**config.mk**
```make
export PLATFORM = sky130hd
export DESIGN_NAME = wrs_supervisor
export DESIGN_NICKNAME = d
export VERILOG_FILES = /design/src/logic/wrs_pkg.sv /design/src/logic/wrs_stretch.sv /design/src/logic/wrs_se0_detect.sv /design/src/logic/wrs_supervisor.sv
export SDC_FILE = /design/constraint.sdc
export NUM_CORES = 1
export LEC_CHECK = 0
export BUFFER_PORTS_ARGS = -buffer_cell sky130_fd_sc_hd__buf_2
export CAP_MARGIN = 20
export CORE_MARGIN = 4
export CORE_UTILIZATION = 52
export CTS_BUF_LIST = sky130_fd_sc_hd__clkbuf_8
export CTS_CLUSTER_DIAMETER = 60
export CTS_CLUSTER_SIZE = 30
export DETAILED_ROUTE_END_ITERATION = 12
export PLACE_DENSITY = 0.73
export SLEW_MARGIN = 25
export SYNTH_ARGS = -nofsm -noshare
export SYNTH_HDL_FRONTEND = slang
export SYNTH_SLANG_ARGS = --single-unit
```
**constraint.sdc**
```tcl
create_clock -name clk_sys_in -period 2.55 [get_ports clk_sys_in]
set_input_delay 0.1275 -clock clk_sys_in [delete_from_list [all_inputs] [get_ports clk_sys_in]]
set_output_delay 0.1275 -clock clk_sys_in [all_outputs]
set_load 0.03 [all_outputs]
```
**src/logic/wrs_pkg.sv**
```systemverilog
// shared constants and types of the reset supervisor and watchdog
package wrs_pkg;
  // special-function register addresses
  localparam logic [7:0] WRS_ADDR_POWER_CONTROL = 8'h87;
  localparam logic [7:0] WRS_ADDR_WATCHDOG_RELOAD = 8'ha6;
  localparam logic [7:0] WRS_ADDR_WATCHDOG_KEY = 8'hae;
  // field positions and values
  localparam int WRS_LVR_DISABLE_BIT = 5;
  localparam logic [7:0] WRS_KEY_DISABLE = 8'h55;
  localparam logic [7:0] WRS_KEY_RESET = 8'h00;
  localparam logic [7:0] WRS_POWER_CONTROL_RESET = 8'h00;
  localparam int WRS_RELOAD_BITS = 7;
  // watchdog geometry
  localparam int WRS_WDT_WIDTH = 22;
  localparam int WRS_WDT_PULSE_MC = 32768;
  // timing
  localparam int WRS_CLK_HZ = 25000000;
  localparam int WRS_MC_DIV = 12;
  localparam int WRS_LVR_HOLD_MS = 10;
  localparam int WRS_LVR_HOLD_CYCLES = WRS_CLK_HZ / 1000 * WRS_LVR_HOLD_MS;
  localparam int WRS_SE0_MIN_SAMPLES = 4;
  localparam int WRS_USB_SAMPLE_DIV = 16;

  typedef struct packed {
    logic [7:0] addr;
    logic wr;
    logic rd;
    logic [7:0] wdata;
  } wrs_sfr_req_t;

  typedef struct packed {
    logic pin;
    logic low_voltage;
    logic watchdog;
    logic usb;
  } wrs_cause_t;
endpackage

```
**src/logic/wrs_stretch.sv**
```systemverilog
// holds a request active, then for a fixed number of ticks after it drops
`timescale 1ns/1ps
module wrs_stretch import wrs_pkg::*; #(
  parameter int CYCLES = 16
) (
  // clock and reset
  input wire logic clk_sys_in,
  input wire logic rst_b_in,
  // control
  input wire logic req_in,
  input wire logic tick_in,
  // status
  output logic active_out
);
  localparam int CW = $clog2(CYCLES + 1);
  localparam logic [CW-1:0] LOAD = CW'(CYCLES);
  localparam logic [CW-1:0] ONE = CW'(1);

  logic [CW-1:0] cnt_q;
  logic active_q;

  always_ff @(posedge clk_sys_in or negedge rst_b_in) begin
    if (!rst_b_in) begin
      cnt_q <= '0;
    end else if (req_in) begin
      cnt_q <= LOAD;
    end else if (tick_in && cnt_q != '0) begin
      cnt_q <= cnt_q - ONE;
    end
  end

  always_ff @(posedge clk_sys_in or negedge rst_b_in) begin
    if (!rst_b_in) begin
      active_q <= 1'b0;
    end else begin
      active_q <= req_in || (cnt_q != '0 && !(tick_in && cnt_q == ONE));
    end
  end

  assign active_out = active_q;
endmodule

```
**src/logic/wrs_se0_detect.sv**
```systemverilog
// counts consecutive single-ended-zero samples on the upstream port
`timescale 1ns/1ps
module wrs_se0_detect import wrs_pkg::*; #(
  parameter int MIN_SAMPLES = WRS_SE0_MIN_SAMPLES
) (
  // clock and reset
  input wire logic clk_sys_in,
  input wire logic rst_b_in,
  // line samples
  input wire logic sample_in,
  input wire logic se0_in,
  // result
  output logic detect_out
);
  localparam int CW = $clog2(MIN_SAMPLES + 1);
  localparam logic [CW-1:0] LIMIT = CW'(MIN_SAMPLES);
  localparam logic [CW-1:0] ONE = CW'(1);

  logic [CW-1:0] run_q;

  // counter saturates, so a long bus reset keeps detect high
  always_ff @(posedge clk_sys_in or negedge rst_b_in) begin
    if (!rst_b_in) begin
      run_q <= '0;
    end else if (sample_in) begin
      if (!se0_in) begin
        run_q <= '0;
      end else if (run_q != LIMIT) begin
        run_q <= run_q + ONE;
      end
    end
  end

  assign detect_out = (run_q == LIMIT);
endmodule

```
**src/logic/wrs_supervisor.sv**
```systemverilog
// reset supervisor: merges reset sources and runs the 22-bit watchdog
// Functional notes
// RULE_01: any of four sources asserts internal reset
// RULE_02: internal reset forwarded active low to logic module
// RULE_03: host holds reset pin low 1ms minimum
// RULE_04: low-voltage reset held 10ms after recovery
// RULE_05: low-voltage reset default on, software may disable
// RULE_06: low-voltage reset works in idle and power-down
// RULE_07: four to eight SE0 samples set bus-reset flag
// RULE_08: enable bit six routes bus reset to reset
// RULE_09: 22-bit counter increments every machine cycle
// RULE_10: overflow after 4194304 cycles causes internal reset
// RULE_11: watchdog enabled at power-up and every reset
// RULE_12: watchdog and reset logic keep running in idle
// RULE_13: reload value fills counter upper seven bits
// RULE_14: reload write of zero clears whole counter
// RULE_15: only key 55h disables the watchdog
// RULE_16: overflow reset pulse lasts 2^15 machine cycles
// RULE_17: software should wake from idle to service
// RULE_18: power control bit five disables low-voltage reset
// RULE_19: internal reset clears counter and key
`timescale 1ns/1ps
module wrs_supervisor import wrs_pkg::*; #(
  parameter int LVR_HOLD_CYCLES = WRS_LVR_HOLD_CYCLES,
  parameter int WDT_PULSE_MC = WRS_WDT_PULSE_MC,
  parameter int MC_DIV = WRS_MC_DIV,
  parameter int USB_SAMPLE_DIV = WRS_USB_SAMPLE_DIV,
  parameter int SE0_MIN_SAMPLES = WRS_SE0_MIN_SAMPLES
) (
  // clock and power-on reset
  input wire logic clk_sys_in,
  input wire logic rst_b_in,
  // reset sources from pins and analog
  input wire logic reset_pin_b_in,
  input wire logic low_voltage_in,
  input wire logic usb_se0_in,
  // usb register interface
  input wire logic usb_bus_reset_enable_in,
  input wire logic usb_bus_reset_flag_clr_in,
  output logic usb_bus_reset_flag_out,
  // cpu special-function register bus
  input wire wrs_sfr_req_t sfr_req_in,
  output logic [7:0] sfr_rdata_out,
  output logic sfr_hit_out,
  // status
  output logic [WRS_WDT_WIDTH-1:0] watchdog_counter_out,
  output logic machine_cycle_out,
  output wrs_cause_t reset_cause_out,
  // merged reset outputs
  output logic cpu_reset_b_out,
  output logic logic_module_reset_b_out
);
  localparam int MCW = $clog2(MC_DIV);
  localparam int USW = $clog2(USB_SAMPLE_DIV);
  localparam logic [MCW-1:0] MC_LAST = MCW'(MC_DIV - 1);
  localparam logic [MCW-1:0] MC_ONE = MCW'(1);
  localparam logic [USW-1:0] US_LAST = USW'(USB_SAMPLE_DIV - 1);
  localparam logic [USW-1:0] US_ONE = USW'(1);
  localparam logic [WRS_WDT_WIDTH-1:0] WDT_MAX = {WRS_WDT_WIDTH{1'b1}};
  localparam logic [WRS_WDT_WIDTH-1:0] WDT_ONE = WRS_WDT_WIDTH'(1);
  localparam int LOW_BITS = WRS_WDT_WIDTH - WRS_RELOAD_BITS;

  // two-stage synchronisers for pin-side levels
  logic [2:0] async_raw;
  logic [2:0] sync1_q;
  logic [2:0] sync2_q;
  assign async_raw = {reset_pin_b_in, low_voltage_in, usb_se0_in};

  genvar gi;
  generate
    for (gi = 0; gi < 3; gi++) begin : g_sync
      always_ff @(posedge clk_sys_in or negedge rst_b_in) begin
        if (!rst_b_in) begin
          // all stages reset low: idle for the level inputs, asserted for the pin,
          // so the internal reset cannot blip off before the pin is really seen
          sync1_q[gi] <= 1'b0;
          sync2_q[gi] <= 1'b0;
        end else begin
          sync1_q[gi] <= async_raw[gi];
          sync2_q[gi] <= sync1_q[gi];
        end
      end
    end
  endgenerate

  logic pin_reset_req;
  logic low_voltage_s;
  logic se0_s;
  assign pin_reset_req = !sync2_q[2];
  assign low_voltage_s = sync2_q[1];
  assign se0_s = sync2_q[0];

  // machine-cycle enable from the oscillator clock
  // a one-cycle enable rather than a derived clock, so nothing leaves this domain
  logic [MCW-1:0] mc_cnt_q;
  logic mc_tick;
  assign mc_tick = (mc_cnt_q == MC_LAST);

  always_ff @(posedge clk_sys_in or negedge rst_b_in) begin
    if (!rst_b_in) begin
      mc_cnt_q <= '0;
    end else if (mc_tick) begin
      mc_cnt_q <= '0;
    end else begin
      mc_cnt_q <= mc_cnt_q + MC_ONE;
    end
  end

  // usb line sample-time enable
  // spacing is a parameter chosen to suit the line rate
  logic [USW-1:0] us_cnt_q;
  logic us_tick;
  assign us_tick = (us_cnt_q == US_LAST);

  always_ff @(posedge clk_sys_in or negedge rst_b_in) begin
    if (!rst_b_in) begin
      us_cnt_q <= '0;
    end else if (us_tick) begin
      us_cnt_q <= '0;
    end else begin
      us_cnt_q <= us_cnt_q + US_ONE;
    end
  end

  // merged internal reset, registered so every source lines up
  // one cycle of latency on every source, traded for a glitch-free output
  logic int_rst_q;
  logic lvr_active;
  logic wdt_active;
  logic usb_reset_req;
  logic any_req;

  // register file
  logic [7:0] key_q;
  logic lvr_disable_q;
  logic [WRS_WDT_WIDTH-1:0] wdt_q;
  logic wr_reload;
  logic wr_key;
  logic wr_power;
  logic wdt_enabled;
  logic wdt_overflow;

  assign wr_reload = sfr_req_in.wr && sfr_req_in.addr == WRS_ADDR_WATCHDOG_RELOAD;
  assign wr_key = sfr_req_in.wr && sfr_req_in.addr == WRS_ADDR_WATCHDOG_KEY;
  assign wr_power = sfr_req_in.wr && sfr_req_in.addr == WRS_ADDR_POWER_CONTROL;

  // writes are dropped while the internal reset stands, as the reset branch wins
  // any internal reset drops a disable key, so the watchdog restarts armed
  always_ff @(posedge clk_sys_in or negedge rst_b_in) begin
    if (!rst_b_in) begin
      key_q <= WRS_KEY_RESET;
    end else if (int_rst_q) begin
      key_q <= WRS_KEY_RESET; // see RULE_19 see RULE_11
    end else if (wr_key) begin
      key_q <= sfr_req_in.wdata;
    end
  end

  // an internal reset re-enables low-voltage reset, matching its power-up state
  // only the lvr disable bit of the power control register lives here
  always_ff @(posedge clk_sys_in or negedge rst_b_in) begin
    if (!rst_b_in) begin
      lvr_disable_q <= WRS_POWER_CONTROL_RESET[WRS_LVR_DISABLE_BIT]; // see RULE_05
    end else if (int_rst_q) begin
      lvr_disable_q <= WRS_POWER_CONTROL_RESET[WRS_LVR_DISABLE_BIT]; // see RULE_18
    end else if (wr_power) begin
      lvr_disable_q <= sfr_req_in.wdata[WRS_LVR_DISABLE_BIT]; // see RULE_18
    end
  end

  // idle mode stops only the cpu, so nothing here looks at it
  assign wdt_enabled = (key_q != WRS_KEY_DISABLE); // see RULE_15 see RULE_12
  assign wdt_overflow = wdt_enabled && mc_tick && wdt_q == WDT_MAX; // see RULE_10

  // reload beats counting in the counter, but a service write on the overflow tick still lets the overflow reset through
  // at overflow the counter wraps to zero and the internal reset holds it there
  always_ff @(posedge clk_sys_in or negedge rst_b_in) begin
    if (!rst_b_in) begin
      wdt_q <= '0;
    end else if (int_rst_q) begin
      wdt_q <= '0; // see RULE_19
    end else if (wr_reload) begin
      // bit 7 is reserved and ignored; zero clears low bits too
      wdt_q <= {sfr_req_in.wdata[WRS_RELOAD_BITS-1:0], {LOW_BITS{1'b0}}}; // see RULE_13 RULE_14
    end else if (wdt_enabled && mc_tick) begin
      wdt_q <= wdt_q + WDT_ONE; // see RULE_09
    end
  end

  // watchdog reset pulse counted in machine cycles
  // its length does not follow the reload value, only the machine-cycle rate
  wrs_stretch #(
    .CYCLES(WDT_PULSE_MC)
  ) u_wdt_pulse (
    .clk_sys_in(clk_sys_in),
    .rst_b_in(rst_b_in),
    .req_in(wdt_overflow),
    .tick_in(mc_tick),
    .active_out(wdt_active)
  ); // see RULE_16

  // low-voltage hold counted in oscillator cycles; no clock gating here,
  // so it keeps working whatever power mode the cpu is in
  wrs_stretch #(
    .CYCLES(LVR_HOLD_CYCLES)
  ) u_lvr_hold (
    .clk_sys_in(clk_sys_in),
    .rst_b_in(rst_b_in),
    .req_in(low_voltage_s && !lvr_disable_q),
    .tick_in(1'b1),
    .active_out(lvr_active)
  ); // see RULE_04 see RULE_06

  // bus reset detection
  logic se0_detect;
  logic flag_q;

  wrs_se0_detect #(
    .MIN_SAMPLES(SE0_MIN_SAMPLES)
  ) u_se0 (
    .clk_sys_in(clk_sys_in),
    .rst_b_in(rst_b_in),
    .sample_in(us_tick),
    .se0_in(se0_s),
    .detect_out(se0_detect)
  ); // see RULE_07

  // set wins over clear; not cleared by internal reset so the cause survives
  always_ff @(posedge clk_sys_in or negedge rst_b_in) begin
    if (!rst_b_in) begin
      flag_q <= 1'b0;
    end else if (se0_detect) begin
      flag_q <= 1'b1; // see RULE_07
    end else if (usb_bus_reset_flag_clr_in) begin
      flag_q <= 1'b0;
    end
  end

  // the usb request lasts only while the line stays in single-ended zero
  assign usb_reset_req = se0_detect && usb_bus_reset_enable_in; // see RULE_08
  assign any_req = pin_reset_req || lvr_active || wdt_active || usb_reset_req; // see RULE_01

  always_ff @(posedge clk_sys_in or negedge rst_b_in) begin
    if (!rst_b_in) begin
      // starts asserted so nothing downstream runs before the first edge
      int_rst_q <= 1'b1;
    end else begin
      int_rst_q <= any_req; // see RULE_01
    end
  end

  // last cause seen, sticky until the next request
  // overlapping sources all show; the last requesting cycle decides
  wrs_cause_t cause_q;
  always_ff @(posedge clk_sys_in or negedge rst_b_in) begin
    if (!rst_b_in) begin
      cause_q <= '0;
    end else if (any_req) begin
      cause_q <= '{pin: pin_reset_req, low_voltage: lvr_active,
                   watchdog: wdt_active, usb: usb_reset_req};
    end
  end

  // register read path; reload register is write-only and reads zero
  // reads have no side effects, so a polling cpu cannot disturb the watchdog
  logic [7:0] rdata_q;
  logic hit_q;
  always_ff @(posedge clk_sys_in or negedge rst_b_in) begin
    if (!rst_b_in) begin
      rdata_q <= 8'h00;
      hit_q <= 1'b0;
    end else begin
      hit_q <= 1'b0;
      rdata_q <= 8'h00;
      if (sfr_req_in.rd) begin
        case (sfr_req_in.addr)
          WRS_ADDR_WATCHDOG_KEY: begin
            rdata_q <= key_q;
            hit_q <= 1'b1;
          end
          WRS_ADDR_POWER_CONTROL: begin
            rdata_q <= 8'(lvr_disable_q) << WRS_LVR_DISABLE_BIT;
            hit_q <= 1'b1;
          end
          WRS_ADDR_WATCHDOG_RELOAD: begin
            hit_q <= 1'b1;
          end
          default: begin
            hit_q <= 1'b0;
          end
        endcase
      end
    end
  end

  assign sfr_rdata_out = rdata_q;
  assign sfr_hit_out = hit_q;
  assign usb_bus_reset_flag_out = flag_q;
  assign watchdog_counter_out = wdt_q;
  assign machine_cycle_out = mc_tick;
  assign reset_cause_out = cause_q;
  // both reset outputs come from one flop, so they can never disagree
  assign cpu_reset_b_out = !int_rst_q;
  assign logic_module_reset_b_out = !int_rst_q; // see RULE_02
endmodule

```
* Yosys cells after proc, flatten, opt, wreduce, memory -nomap -nowiden
Cells that the tools add are included.
Word-level totals: output and inout port bits 39, bits in registers 99, logic and storage cells 94, input port bits 25
Cells by class: mux-type cells 21, equal/unequal tests 12, reductions and logical operators 31, $add $sub $neg 6
Operator list (number):
- 22-bit two-way mux | 3
- 18-bit two-way mux | 2
- 16-bit two-way mux | 2
- 8-bit == test, second input constant | 3
- 8-bit two-way mux | 3
- 22-bit by 1-bit adder with 22-bit output, second input constant | 1
- 22-bit == test, second input constant | 1
- 18-bit by 1-bit == test with 1-bit output, second input constant | 1
- 18-bit nonzero test | 1
- 18-bit by 1-bit subtractor with 18-bit output, second input constant | 1
- 16-bit by 1-bit == test with 1-bit output, second input constant | 1
- 8-bit one-hot mux with 2 select lines | 1
- 16-bit nonzero test | 1
- 16-bit by 1-bit subtractor with 16-bit output, second input constant | 1
- 1-bit logical AND | 11
- 2-bit nonzero test | 5
- 4-bit by 1-bit adder with 4-bit output, second input constant | 2
- 4-bit == test, second input constant | 2
- 4-bit two-way mux | 2
- 8-bit by 7-bit != test with 1-bit output, second input constant | 1
- 1-bit two-way mux | 6
- 3-bit two-way mux | 2
- 1-bit zero test | 5
- 1-bit logical OR | 5
- other kinds (7) | 7

* Logic depth before layout (Yosys ltp)
Gate-level depths: netlist of run 1.
word-level depth 5, depth in mapped cells 7

* Hierarchy
From an unflattened synthesis of run 1, not the netlist that was laid out.
Unflattened totals: cell total of the unflattened synthesis 494, area total of the unflattened synthesis 4972.3 sq um
By module, submodules not included:
- wrs_supervisor | instances 1, cells each 255, area each 2701.3 sq um
- wrs_stretch at u_lvr_hold | instances 1, cells each 121, area each 1143.6 sq um
- wrs_stretch at u_wdt_pulse | instances 1, cells each 100, area each 949.7 sq um
- wrs_se0_detect | instances 1, cells each 18, area each 177.7 sq um

* Worst setup path after synthesis of run 1
No wires, ideal clock.
kind register -> register, from reg wdt_q[2] (netlist: watchdog_counter_out[2]), to reg wdt_q[20] (netlist: watchdog_counter_out[20]), required time 2.451 ns, cell stages (with the launch flop) 6, slack 0.556 ns, path buffers 1, library setup time 0.099 ns, period minus slack after synthesis 1.994 ns, data arrival time 1.894 ns, cell sequence dfrtp_1 > and4_4 > nand4_4 > buf_6 > or4_1 > a311oi_1
On the way: longest elaborated chain between the ends 4
RTL lines:
- from (decl) | RTL line wrs_supervisor.sv:136 | logic [WRS_WDT_WIDTH-1:0] wdt_q;
- from (signal assigned) | RTL line wrs_supervisor.sv:184 | wdt_q <= {sfr_req_in.wdata[WRS_RELOAD_BITS-1:0], {LOW_BITS{1'b0}}};
- from (signal assigned) | RTL line wrs_supervisor.sv:186 | wdt_q <= wdt_q + WDT_ONE;
- 22-bit by 1-bit adder with 22-bit output | RTL line wrs_supervisor.sv:186
- 22-bit two-way mux | RTL line wrs_supervisor.sv:185 | end else if (wdt_enabled && mc_tick) begin
- 22-bit two-way mux | RTL line wrs_supervisor.sv:182 | end else if (wr_reload) begin
- 22-bit two-way mux | RTL line wrs_supervisor.sv:180 | end else if (int_rst_q) begin
No other way between the ends. The select of a mux whose other input is x is not followed. A chain may end at the register's enable or synchronous reset.

* Worst setup path in the final report of run 1
from reg u_lvr_hold.cnt_q[1], to reg u_lvr_hold.cnt_q[1]
On the way: longest elaborated chain between the ends 3, elaborated cells between the ends (all ways) 5
RTL lines:
- from (decl) | RTL line wrs_stretch.sv:19 | logic [CW-1:0] cnt_q;
- from (signal assigned) | RTL line wrs_stretch.sv:28 | cnt_q <= cnt_q - ONE;
- 18-bit by 1-bit subtractor with 18-bit output | RTL line wrs_stretch.sv:28
- 18-bit two-way mux | RTL line wrs_stretch.sv:27 | end else if (tick_in && cnt_q != '0) begin
- 18-bit two-way mux | RTL line wrs_stretch.sv:25 | end else if (req_in) begin
Parallel ways exist; a longest one is shown, timed or not. The select of a mux whose other input is x is not followed.

==> flow_metrics.py, run 1 <==
metrics = {
    "synth": {
        "yosys_warnings": 0,
        "synth_top_area_cell": "dfrtp_1",
        "syn-instance-count": 502,
        "syn_nets": 537,
        "synthTopCellsByArea": "dfrtp_1, a21oi_1, nor2_1",
        "synth_edf_count": 0,
        "synth-seq-cells": 99,
        "yosysUniqueCellTypes": 63,
        "syn-cell-area_um2": 5020,
        "ys_seq_area_share_pct": 49.4,
        "synth_top_area_share_pct": 48.8,
        "synthArstFlopShare_pct": 100,
        "synth_flop_cell": "dfrtp_1",
        "avgSynthCellArea_um2": 10.0,
    },
    "setup_path": {
        "cpLargestDelayFamily": "simple AND/OR/NAND/NOR gates",
        "worstPathRequired_ns": 2.81,
        "worst_path_max_delay_cell": "or4b_1",
        "end_kind": "register",
        "path_cells": "inv_1 > ha_1 > or4b_1 > nor3_2 > buf_4 > nand3_1 > and3_1",
        "cp_slowest_stage_delay_ns": 0.51,
        "cp_max_fo": 9,
        "arrival_ns": 2.43,
        "path_class": "register to register",
        "cp_num_buf_inv": 2,
        "start_kind": "register",
    },
    "sta": {
        "fin_crit_sh_pct": 85.1,
        "setup_tns_ns": 0,
        "max_freq_ghz": 0.461,
        "finalClockSkew_ns": 0.00824,
        "rsz0062_at_grt": "false",
        "slew_headroom_pct": 47.7,
        "fin_ws_ns": 0.381,
        "setup_violations": 0,
        "min_period_ns": 2.17,
        "slew_viol_final": 0,
        "hold_viol": 0,
        "worstMarginPinSlew_ns": 0.781,
    },
    "routing": {
        "ant_nets": 0,
        "first_iter_violations": 219,
        "drc": 0,
        "wirelength_mm": 10.9,
        "vias": 4170,
        "wire_per_inst_um": 15.4,
        "vias_per_cell": 5.90,
        "firstDrtPassIters": 4,
    },
    "clocking": {
        "postCtsSetupRepairBufs": 0,
        "cts.clk_slew.worst_paths_ns": 0.10,
        "clockBufferDepth": 2,
        "insertion_delay_ns": 0.37,
        "cts_root_buffer": "clkbuf_8",
        "cts_max_level": 3,
        "cts_resized": 0,
        "holdBufCountCts": 5,
        "cts_tree": "yes",
        "cts_made_buffers": 9,
        "cts_sinks": 99,
    },
    "place": {
        "dp_cells": 686,
        "postPlaceCellArea_um2": 5500,
        "io_buffers": 63,
        "hpwlAfterDp_mm": 7.84,
        "place.gp.congestion": 0.868,
        "dp_slack_ns": 0.441,
    },
    "power": {
        "vdd.ir_drop.worst_mv": 0.292,
        "power_frac_clock_pct": 35.4,
        "power_density_nw_per_um2": 482,
        "switchingPower_uw": 728,
        "seqPwrFrac_pct": 58.5,
        "power.share.switching_pct": 26.3,
        "comb_power_share_pct": 6.1,
        "leakage_nw": 2.49,
        "p_int_mw": 2.04,
    },
    "final_layout": {
        "antenna_cells": 0,
        "nets": 608,
        "finalInstanceArea_um2": 5740,
        "nFillCells": 786,
        "final_cells": 707,
        "area_delta_synth_final_pct": 14.3,
        "drive_gt1_share_pct": 18.7,
        "register_area_um2": 2480,
        "multi_input_area_um2": 2390,
    },
    "job": {
        "cap_violations": 0,
    },
    "floorplan": {
        "design.core.area_um2": 9330,
        "start_util_pct": 53.8,
        "die_y_um": 106,
        "rows": 35,
        "ios": 64,
        "die_w_um": 106,
        "die_area_um2": 11300,
    },
    "grt": {
        "grt_max_degree": 57,
        "grt_pass1_wl_mm": 18.6,
        "grt_overflow": 0,
        "antenna_found_initial": 0,
        "grt_usage_pct": 20.0,
        "first_global_vias": 3978,
    },
    "worst_hold_path": {
        "hold_class": "input port to register",
    },
    "outcome": {
        "status": "finished clean",
    },
}
## tightest hold or removal path: cells and delay by family
family / cells / cell delay, ns
muxes: 1 / 0.06
and+or+nand+nor: 1 / 0.08
buffers and inverters: 1 / 0.08
## cell usage in the layout, fill, tap and decap left out, drive strengths merged, types with 5 or more instances in the layout
cell,count
mux2i,14
and4,7
nand3,22
a311oi,7
and3,5
and2,12
clkbuf,9
o21ai,27
dfrtp,98
o31ai,15
a21oi,41
dlygate4sd3,5
inv,24
or4,21
ha,10
xnor2,5
nor4,7
nor2,43
nor3,11
buf,73
or3,11
nand2b,8
nand2,29
nand4,15
## registers in the layout (all words and copies together) (netlist names), 3 cells and up
signal	cells
reset_cause_out	4
watchdog_counter_out	22
sfr_rdata_out	8
key_q	8
u_lvr_hold.cnt_q	18
mc_cnt_q	4
us_cnt_q	4
sync1_q	3
u_se0.run_q	3
u_wdt_pulse.cnt_q	16
## metal layers
metal	vias up	global-route usage (%)	wire, um
met3	15	3.22	403
met1	2052	27.2	4960
li1	2022	-	-
met2	81	33.3	5370
met4	0	5.74	170
met5	-	0	0
## power groups by stage
stage / clock (mW) / sequential [mW] / combinational (mW)
2_1_floorplan: 0 / 1.64 / 0.0823
3_3_place_gp: 0 / 1.65 / 0.159
3_5_place_dp: 0 / 1.65 / 0.163
4_1_cts: 1.00 / 1.62 / 0.170
5_1_grt: 1.07 / 1.62 / 0.190
6_report: 0.980 / 1.62 / 0.168
## cells by family (layout without fill, tap and decap cells)
group	count (synthesis)	after routing	share of synthesized area, %
buffers and inverters	38	114	3.16
xor gates and xnor gates	6	6	1.05
and+or+nand+nor	218	218	26.3
adders and majority gates	10	10	2.49
DFF	99	99	49.4
AOI/OAI and AO/OA	116	116	14.6
muxes	15	15	3.01
## metrics by stage
| step | utilization, % | power (mW) | hold WS, ns |
|---|---|---|---|
| floorplan | - | 1.73 | -0.168 |
| global placement | 59.0 | 1.81 | 0.220 |
| detailed placement | 59.0 | 1.81 | 0.216 |
| CTS | 61.5 | 2.79 | 0.0000814 |
| global route | 61.5 | 2.88 | 0.0317 |
| finish | 61.5 | 2.77 | 0.0145 |
## Yosys cell counts (4+ instances only)
cell type	n
a21oi_1	41
a311oi_1	7
and2_1	12
and3_1	5
and4_1	4
buf_2	4
clkbuf_1	11
dfrtp_1	98
ha_1	10
inv_1	20
mux2i_1	14
nand2_1	29
nand2b_1	8
nand3_1	22
nand4_1	14
nor2_1	43
nor2b_1	4
nor3_1	10
nor3b_1	4
nor4_1	4
o21ai_0	27
o31ai_1	15
or3_1	10
or4_1	20
xnor2_1	5
## layout make-up
class | instances | area share [%]
Inverter | 20 | 1.31
Clock buffer | 9 | 2.16
Timing Repair Buffer | 78 | 7.72
Tap cell | 129 | 2.81
Clock inverter | 7 | 1.18
Multi-Input combinational cell | 365 | 41.7
Sequential cell | 99 | 43.2
## worst paths after layout
check / from / end / slack [ns] / depth (start not counted)
setup / recovery: u_lvr_hold.cnt_q[1]$_DFFE_PN0P_ / u_lvr_hold.cnt_q[1]$_DFFE_PN0P_ / 0.38 / 7
hold / removal: sfr_req_in[7] / key_q[7]$_DFFE_PN0P_ / 0.01 / 3
setup reg to reg: u_lvr_hold.cnt_q[1]$_DFFE_PN0P_ / u_lvr_hold.cnt_q[1]$_DFFE_PN0P_ / 0.38 / 7
hold reg to reg: sync1_q[0]$_DFF_PN0_ / se0_s$_DFF_PN0_ / 0.36 / 0
max in group asynchronous: rst_b_in / u_wdt_pulse.cnt_q[1]$_DFFE_PN0P_ / 1.43 / 3
min in group asynchronous: rst_b_in / u_se0.run_q[0]$_DFFE_PN0P_ / 0.33 / 2
Note: power is estimated with default switching activity, not from simulation.
==> run 2, diff against run 1 <==
--- a/config.mk
+++ b/config.mk
@@ -7,13 +7,14 @@
 export LEC_CHECK = 0
 export BUFFER_PORTS_ARGS = -buffer_cell sky130_fd_sc_hd__buf_2
 export CAP_MARGIN = 20
+export CORE_ASPECT_RATIO = 0.9
 export CORE_MARGIN = 4
 export CORE_UTILIZATION = 52
 export CTS_BUF_LIST = sky130_fd_sc_hd__clkbuf_8
 export CTS_CLUSTER_DIAMETER = 60
 export CTS_CLUSTER_SIZE = 30
 export DETAILED_ROUTE_END_ITERATION = 12
-export PLACE_DENSITY = 0.73
+export PLACE_DENSITY = 0.76
 export SLEW_MARGIN = 25
 export SYNTH_ARGS = -nofsm -noshare
 export SYNTH_HDL_FRONTEND = slang
==> constraint.sdc (replaced) <==
create_clock -name clk_sys_in -period 2.4 [get_ports clk_sys_in]
set_input_delay 0.12 -clock clk_sys_in [delete_from_list [all_inputs] [get_ports clk_sys_in]]
set_output_delay 0.12 -clock clk_sys_in [all_outputs]
set_load 0.03 [all_outputs]
==> flow_metrics.py, run 2 (synthesis results as in run 1) <==
metrics = {
    "grt": {
        "grt_max_degree": 50,
        "antenna_found_initial": 0,
        "grt_pass1_wl_mm": 18.9,
        "first_global_vias": 4029,
        "grt_usage_pct": 20.4,
        "grt_overflow": 0,
    },
    "power": {
        "comb_power_share_pct": 5.8,
        "leakage_nw": 2.51,
        "power_frac_clock_pct": 39.2,
        "switchingPower_uw": 739,
        "power_density_nw_per_um2": 541,
        "power.share.switching_pct": 23.6,
        "p_int_mw": 2.39,
        "finalPower_mw": 3.13,
        "vdd.ir_drop.worst_mv": 0.316,
        "seqPwrFrac_pct": 55.0,
    },
    "clocking": {
        "cts.clk_slew.worst_paths_ns": 0.10,
        "cts_tree": "yes",
        "cts_made_buffers": 9,
        "cts_resized": 0,
        "cts_max_level": 3,
        "clockBufferDepth": 2,
        "postCtsSetupRepairBufs": 0,
        "cts_sinks": 99,
        "holdBufCountCts": 5,
        "insertion_delay_ns": 0.37,
        "cts_root_buffer": "clkbuf_8",
    },
    "floorplan": {
        "ios": 64,
        "rows": 33,
        "design.core.area_um2": 9250,
        "start_util_pct": 54.3,
        "die_w_um": 112,
        "die_area_um2": 11300,
        "die_y_um": 101,
    },
    "routing": {
        "ant_nets": 0,
        "first_iter_violations": 179,
        "wire_per_inst_um": 15.5,
        "vias": 4177,
        "wirelength_mm": 10.9,
        "drc": 0,
        "firstDrtPassIters": 4,
        "vias_per_cell": 5.95,
    },
    "place": {
        "io_buffers": 63,
        "postPlaceCellArea_um2": 5510,
        "dp_cells": 681,
        "hpwlAfterDp_mm": 7.94,
        "place.gp.congestion": 0.847,
        "dp_slack_ns": 0.281,
    },
    "sta": {
        "finalClockSkew_ns": 0.00864,
        "slew_viol_final": 0,
        "setup_violations": 0,
        "rsz0062_at_grt": "false",
        "max_freq_ghz": 0.466,
        "fin_ws_ns": 0.255,
        "setup_tns_ns": 0,
        "worst_hold_slack_ns": 0.0134,
        "slew_headroom_pct": 60.1,
        "min_period_ns": 2.14,
        "fin_crit_sh_pct": 89.4,
        "worstMarginPinSlew_ns": 0.599,
        "hold_viol": 0,
    },
    "final_layout": {
        "final_cells": 702,
        "post-route-util_pct": 62.6,
        "largest_register_ffs": 22,
        "drive_gt1_share_pct": 19.0,
        "finalInstanceArea_um2": 5790,
        "area_delta_synth_final_pct": 15.2,
        "antenna_cells": 0,
        "nets": 610,
        "layout_common_cells": "dfrtp_1, buf_2, nor2_1",
        "layout_commonest_cell": "dfrtp_1",
    },
    "setup_path": {
        "reg2reg_from": "mc_cnt_q[0]$_DFF_PN0_",
        "arrival_ns": 2.42,
        "crit_start": "mc_cnt_q[0]$_DFF_PN0_",
        "path_class": "register to register",
        "cp_max_fo": 17,
        "worstPathRequired_ns": 2.68,
        "path_cells": "ha_1 > nand3b_1 > inv_1 > o211ai_1 > buf_4 > or4_1 > a311oi_1",
        "start_kind": "register",
        "worst_path_max_delay_cell": "or4_1",
        "end_kind": "register",
        "cp_slowest_stage_delay_ns": 0.40,
    },
    "outcome": {
        "status": "finished clean",
    },
    "worst_hold_path": {
        "worstHoldStart": "sfr_req_in[7]",
        "hold_class": "input port to register",
    },
    "job": {
        "cap_violations": 0,
    },
}
==> run 2: cell types whose count changed in the layout (fill, tap and decap cells not counted), sizes merged <==
| cell | delta |
|---|---|
| clkinv | -3 |
| clkbuf | +1 |
| buf | +2 |
| clkinvlp | +1 |
| bufinv | +2 |
| inv | -1 |
==> run 2: path summary, 6_finish.rpt <==
path / end / slack [ns] / cells past startpoint
worst max-delay path: watchdog_counter_out[19]$_DFFE_PN0P_ / 0.26 / 7
worst min-delay path: key_q[7]$_DFFE_PN0P_ / 0.01 / 3
worst max register to register: watchdog_counter_out[19]$_DFFE_PN0P_ / 0.26 / 7
worst min register to register: low_voltage_s$_DFF_PN0_ / 0.36 / 0
max in group asynchronous: watchdog_counter_out[10]$_DFFE_PN0P_ / 1.40 / 3
min in group asynchronous: us_cnt_q[0]$_DFF_PN0_ / 0.29 / 2
==> run 2: power by group through the flow <==
stage	logic (mW)	registers [mW]	clock network [mW]
after global placement	0.170	1.75	0
after floorplan	0.0875	1.75	0
final	0.181	1.72	1.23
after detailed placement	0.176	1.75	0
after CTS	0.184	1.72	1.26
after global routing	0.204	1.73	1.34
==> run 2: final cells by class <==
cell class                      count  area [um^2]
Clock inverter                      6         93.8
Fill cell                         790         3460
Tap cell                          122          153
Inverter                           20         75.1
Clock buffer                       10          138
Timing Repair Buffer               80          458
Sequential cell                    99         2480
Multi-Input combinational cell    365         2390
==> run 2: layer usage <==
layer / GRT usage, % / vias to the layer above / share of wire, % / wire length [um]
met2: 33.9 / 99 / 48 / 5190
li1: - / 2016 / - / -
met4: 7.02 / 0 / 1.6 / 176
met3: 4.42 / 13 / 5.0 / 545
met5: 0 / - / 0 / 0
met1: 26.8 / 2049 / 46 / 5000
==> run 2: critical path, delay by kind of cell (launching register included) <==
family	cells	cell delay (ns)
buffers and inverters	2	0.46
adder cells (fa/ha/maj)	1	0.24
AND/OR/NAND/NOR	2	0.55
flip-flops	1	0.39
AO/OA/AOI/OAI	2	0.40
==> run 3, diff against run 2 <==
--- a/config.mk
+++ b/config.mk
@@ -9,12 +9,12 @@
 export CAP_MARGIN = 20
 export CORE_ASPECT_RATIO = 0.9
 export CORE_MARGIN = 4
-export CORE_UTILIZATION = 52
+export CORE_UTILIZATION = 57
 export CTS_BUF_LIST = sky130_fd_sc_hd__clkbuf_8
 export CTS_CLUSTER_DIAMETER = 60
 export CTS_CLUSTER_SIZE = 30
 export DETAILED_ROUTE_END_ITERATION = 12
-export PLACE_DENSITY = 0.76
+export PLACE_DENSITY = 0.82
 export SLEW_MARGIN = 25
 export SYNTH_ARGS = -nofsm -noshare
 export SYNTH_HDL_FRONTEND = slang
==> flow_metrics.py, run 3 (synthesis results as in run 1) <==
metrics = {
    "setup_path": {
        "path_cells": "ha_1 > nand3b_1 > inv_1 > o211ai_1 > buf_4 > or4_1 > a311oi_1",
        "worst_path_max_delay_cell": "or4_1",
        "worstPathRequired_ns": 2.67,
        "path_class": "register to register",
        "ff2ff_setup_slack_ns": 0.24,
        "end_kind": "register",
        "start_kind": "register",
        "cp_num_buf_inv": 2,
        "cp_slowest_stage_delay_ns": 0.41,
        "cp_max_fo": 17,
        "arrival_ns": 2.43,
        "cpLargestDelayFamily": "simple AND/OR/NAND/NOR gates",
    },
    "clocking": {
        "insertion_delay_ns": 0.36,
        "cts.clk_slew.worst_paths_ns": 0.10,
        "clockBufferDepth": 2,
        "cts_max_level": 3,
        "cts_tree": "yes",
        "cts_made_buffers": 9,
        "cts_sinks": 99,
        "cts_root_buffer": "clkbuf_8",
    },
    "routing": {
        "wire_per_inst_um": 15.7,
        "drc": 0,
        "firstDrtPassIters": 5,
        "wirelength_mm": 11.0,
        "ant_nets": 0,
        "first_iter_violations": 242,
        "vias_per_cell": 6.11,
        "vias": 4275,
    },
    "sta": {
        "setup_tns_ns": 0,
        "finalClockSkew_ns": 0.0137,
        "rsz0062_at_grt": "false",
        "max_freq_ghz": 0.464,
        "slew_viol_final": 0,
        "worstMarginPinSlew_ns": 0.798,
        "hold_viol": 0,
        "fin_crit_sh_pct": 89.9,
        "min_period_ns": 2.16,
        "setup_violations": 0,
        "slew_headroom_pct": 46.8,
    },
    "final_layout": {
        "antenna_cells": 0,
        "largest_register_ffs": 22,
        "register_area_um2": 2480,
        "nets": 611,
        "area_delta_synth_final_pct": 14.7,
        "post-route-util_pct": 67.2,
        "layout_commonest_cell": "dfrtp_1",
        "multi_input_area_um2": 2390,
        "nFillCells": 714,
        "drive_gt1_share_pct": 18.8,
        "layout_common_cells": "dfrtp_1, buf_2, nor2_1",
    },
    "grt": {
        "grt_pass1_wl_mm": 19.3,
        "grt_usage_pct": 22.5,
        "antenna_found_initial": 0,
        "first_global_vias": 4206,
        "grt_overflow": 0,
        "grt_max_degree": 65,
    },
    "job": {
        "cap_violations": 0,
    },
    "floorplan": {
        "ios": 64,
        "start_util_pct": 58.6,
        "rows": 32,
        "design.core.area_um2": 8570,
        "die_y_um": 97.1,
        "die_w_um": 107,
        "die_area_um2": 10400,
    },
    "place": {
        "place.gp.congestion": 0.861,
        "io_buffers": 63,
        "hpwlAfterDp_mm": 7.92,
    },
    "power": {
        "power_density_nw_per_um2": 506,
        "leakage_nw": 2.50,
        "finalPower_mw": 2.92,
        "vdd.ir_drop.worst_mv": 0.311,
    },
    "worst_hold_path": {
        "hold_class": "input port to register",
    },
    "outcome": {
        "status": "finished clean",
    },
}
==> run 3: cell count changes in the layout (fill, tap and decap cells not counted), sizes merged <==
cell and change:
bufinv -2, clkinv +1, clkinvlp +1, dlygate4sd3 +1
==> run 3: per-stage QoR <==
step | setup slack, ns | area, um^2 | cells | hold slack (ns)
floorplan | 0.406 | 5020 | 502 | -0.176
global placement | 0.409 | 5510 | 678 | 0.230
detailed placement | 0.269 | 5510 | 678 | 0.232
CTS | 0.247 | 5760 | 700 | 0.00323
global route | 0.0367 | 5760 | 700 | 0.00553
finish | 0.243 | 5760 | 700 | 0.0248
==> run 3: cell type report <==
cell class	instances	area share, %
inverters	20	1.30
well taps	119	2.58
clock inverters	6	0.869
clock buffers	10	2.39
multi-input cells	365	41.5
repair buffers	81	8.34
flip-flops and latches	99	43.0
==> run 3: power by group <==
part / switching (mW) / internal [mW]
combinational: 0.112 / 0.0732
sequential: 0.0295 / 1.69
clock: 0.592 / 0.418
==> run 3: worst reg2reg max path: stages (launching register included) <==
cell	delay, ns
dfrtp_1	0.39
ha_1	0.24
nand3b_1	0.15
inv_1	0.26
o211ai_1	0.15
buf_4	0.21
or4_1	0.41
a311oi_1	0.26
==> run 3: path summary, 6_finish.rpt <==
check                      depth (start not counted)                              endpoint                    start
max reg2reg                                        7  watchdog_counter_out[19]$_DFFE_PN0P_    mc_cnt_q[0]$_DFF_PN0_
min in group asynchronous                          2      u_wdt_pulse.cnt_q[8]$_DFFE_PN0P_                 rst_b_in
min reg2reg                                        0               low_voltage_s$_DFF_PN0_     sync1_q[1]$_DFF_PN0_
max in group asynchronous                          3      u_wdt_pulse.cnt_q[3]$_DFFE_PN0P_                 rst_b_in
min                                                3        reset_cause_out[0]$_DFFE_PN0P_  usb_bus_reset_enable_in
max                                                7  watchdog_counter_out[19]$_DFFE_PN0P_    mc_cnt_q[0]$_DFF_PN0_
==> run 3: metal layers <==
| metal | vias up | track usage (%) | part of all wire, % |
|---|---|---|---|
| li1 | 2035 | - | - |
| met4 | 0 | 5.21 | 0.85 |
| met5 | - | 0 | 0 |
| met3 | 10 | 5.32 | 5.4 |
| met1 | 2080 | 30.0 | 44 |
| met2 | 150 | 37.5 | 50 |
==> run 3: repair_timing <==
action	CTS	global route
buffers inserted	0	0
resized for setup	0	0
hold endpoints to repair	67	0
hold buffers	6	0
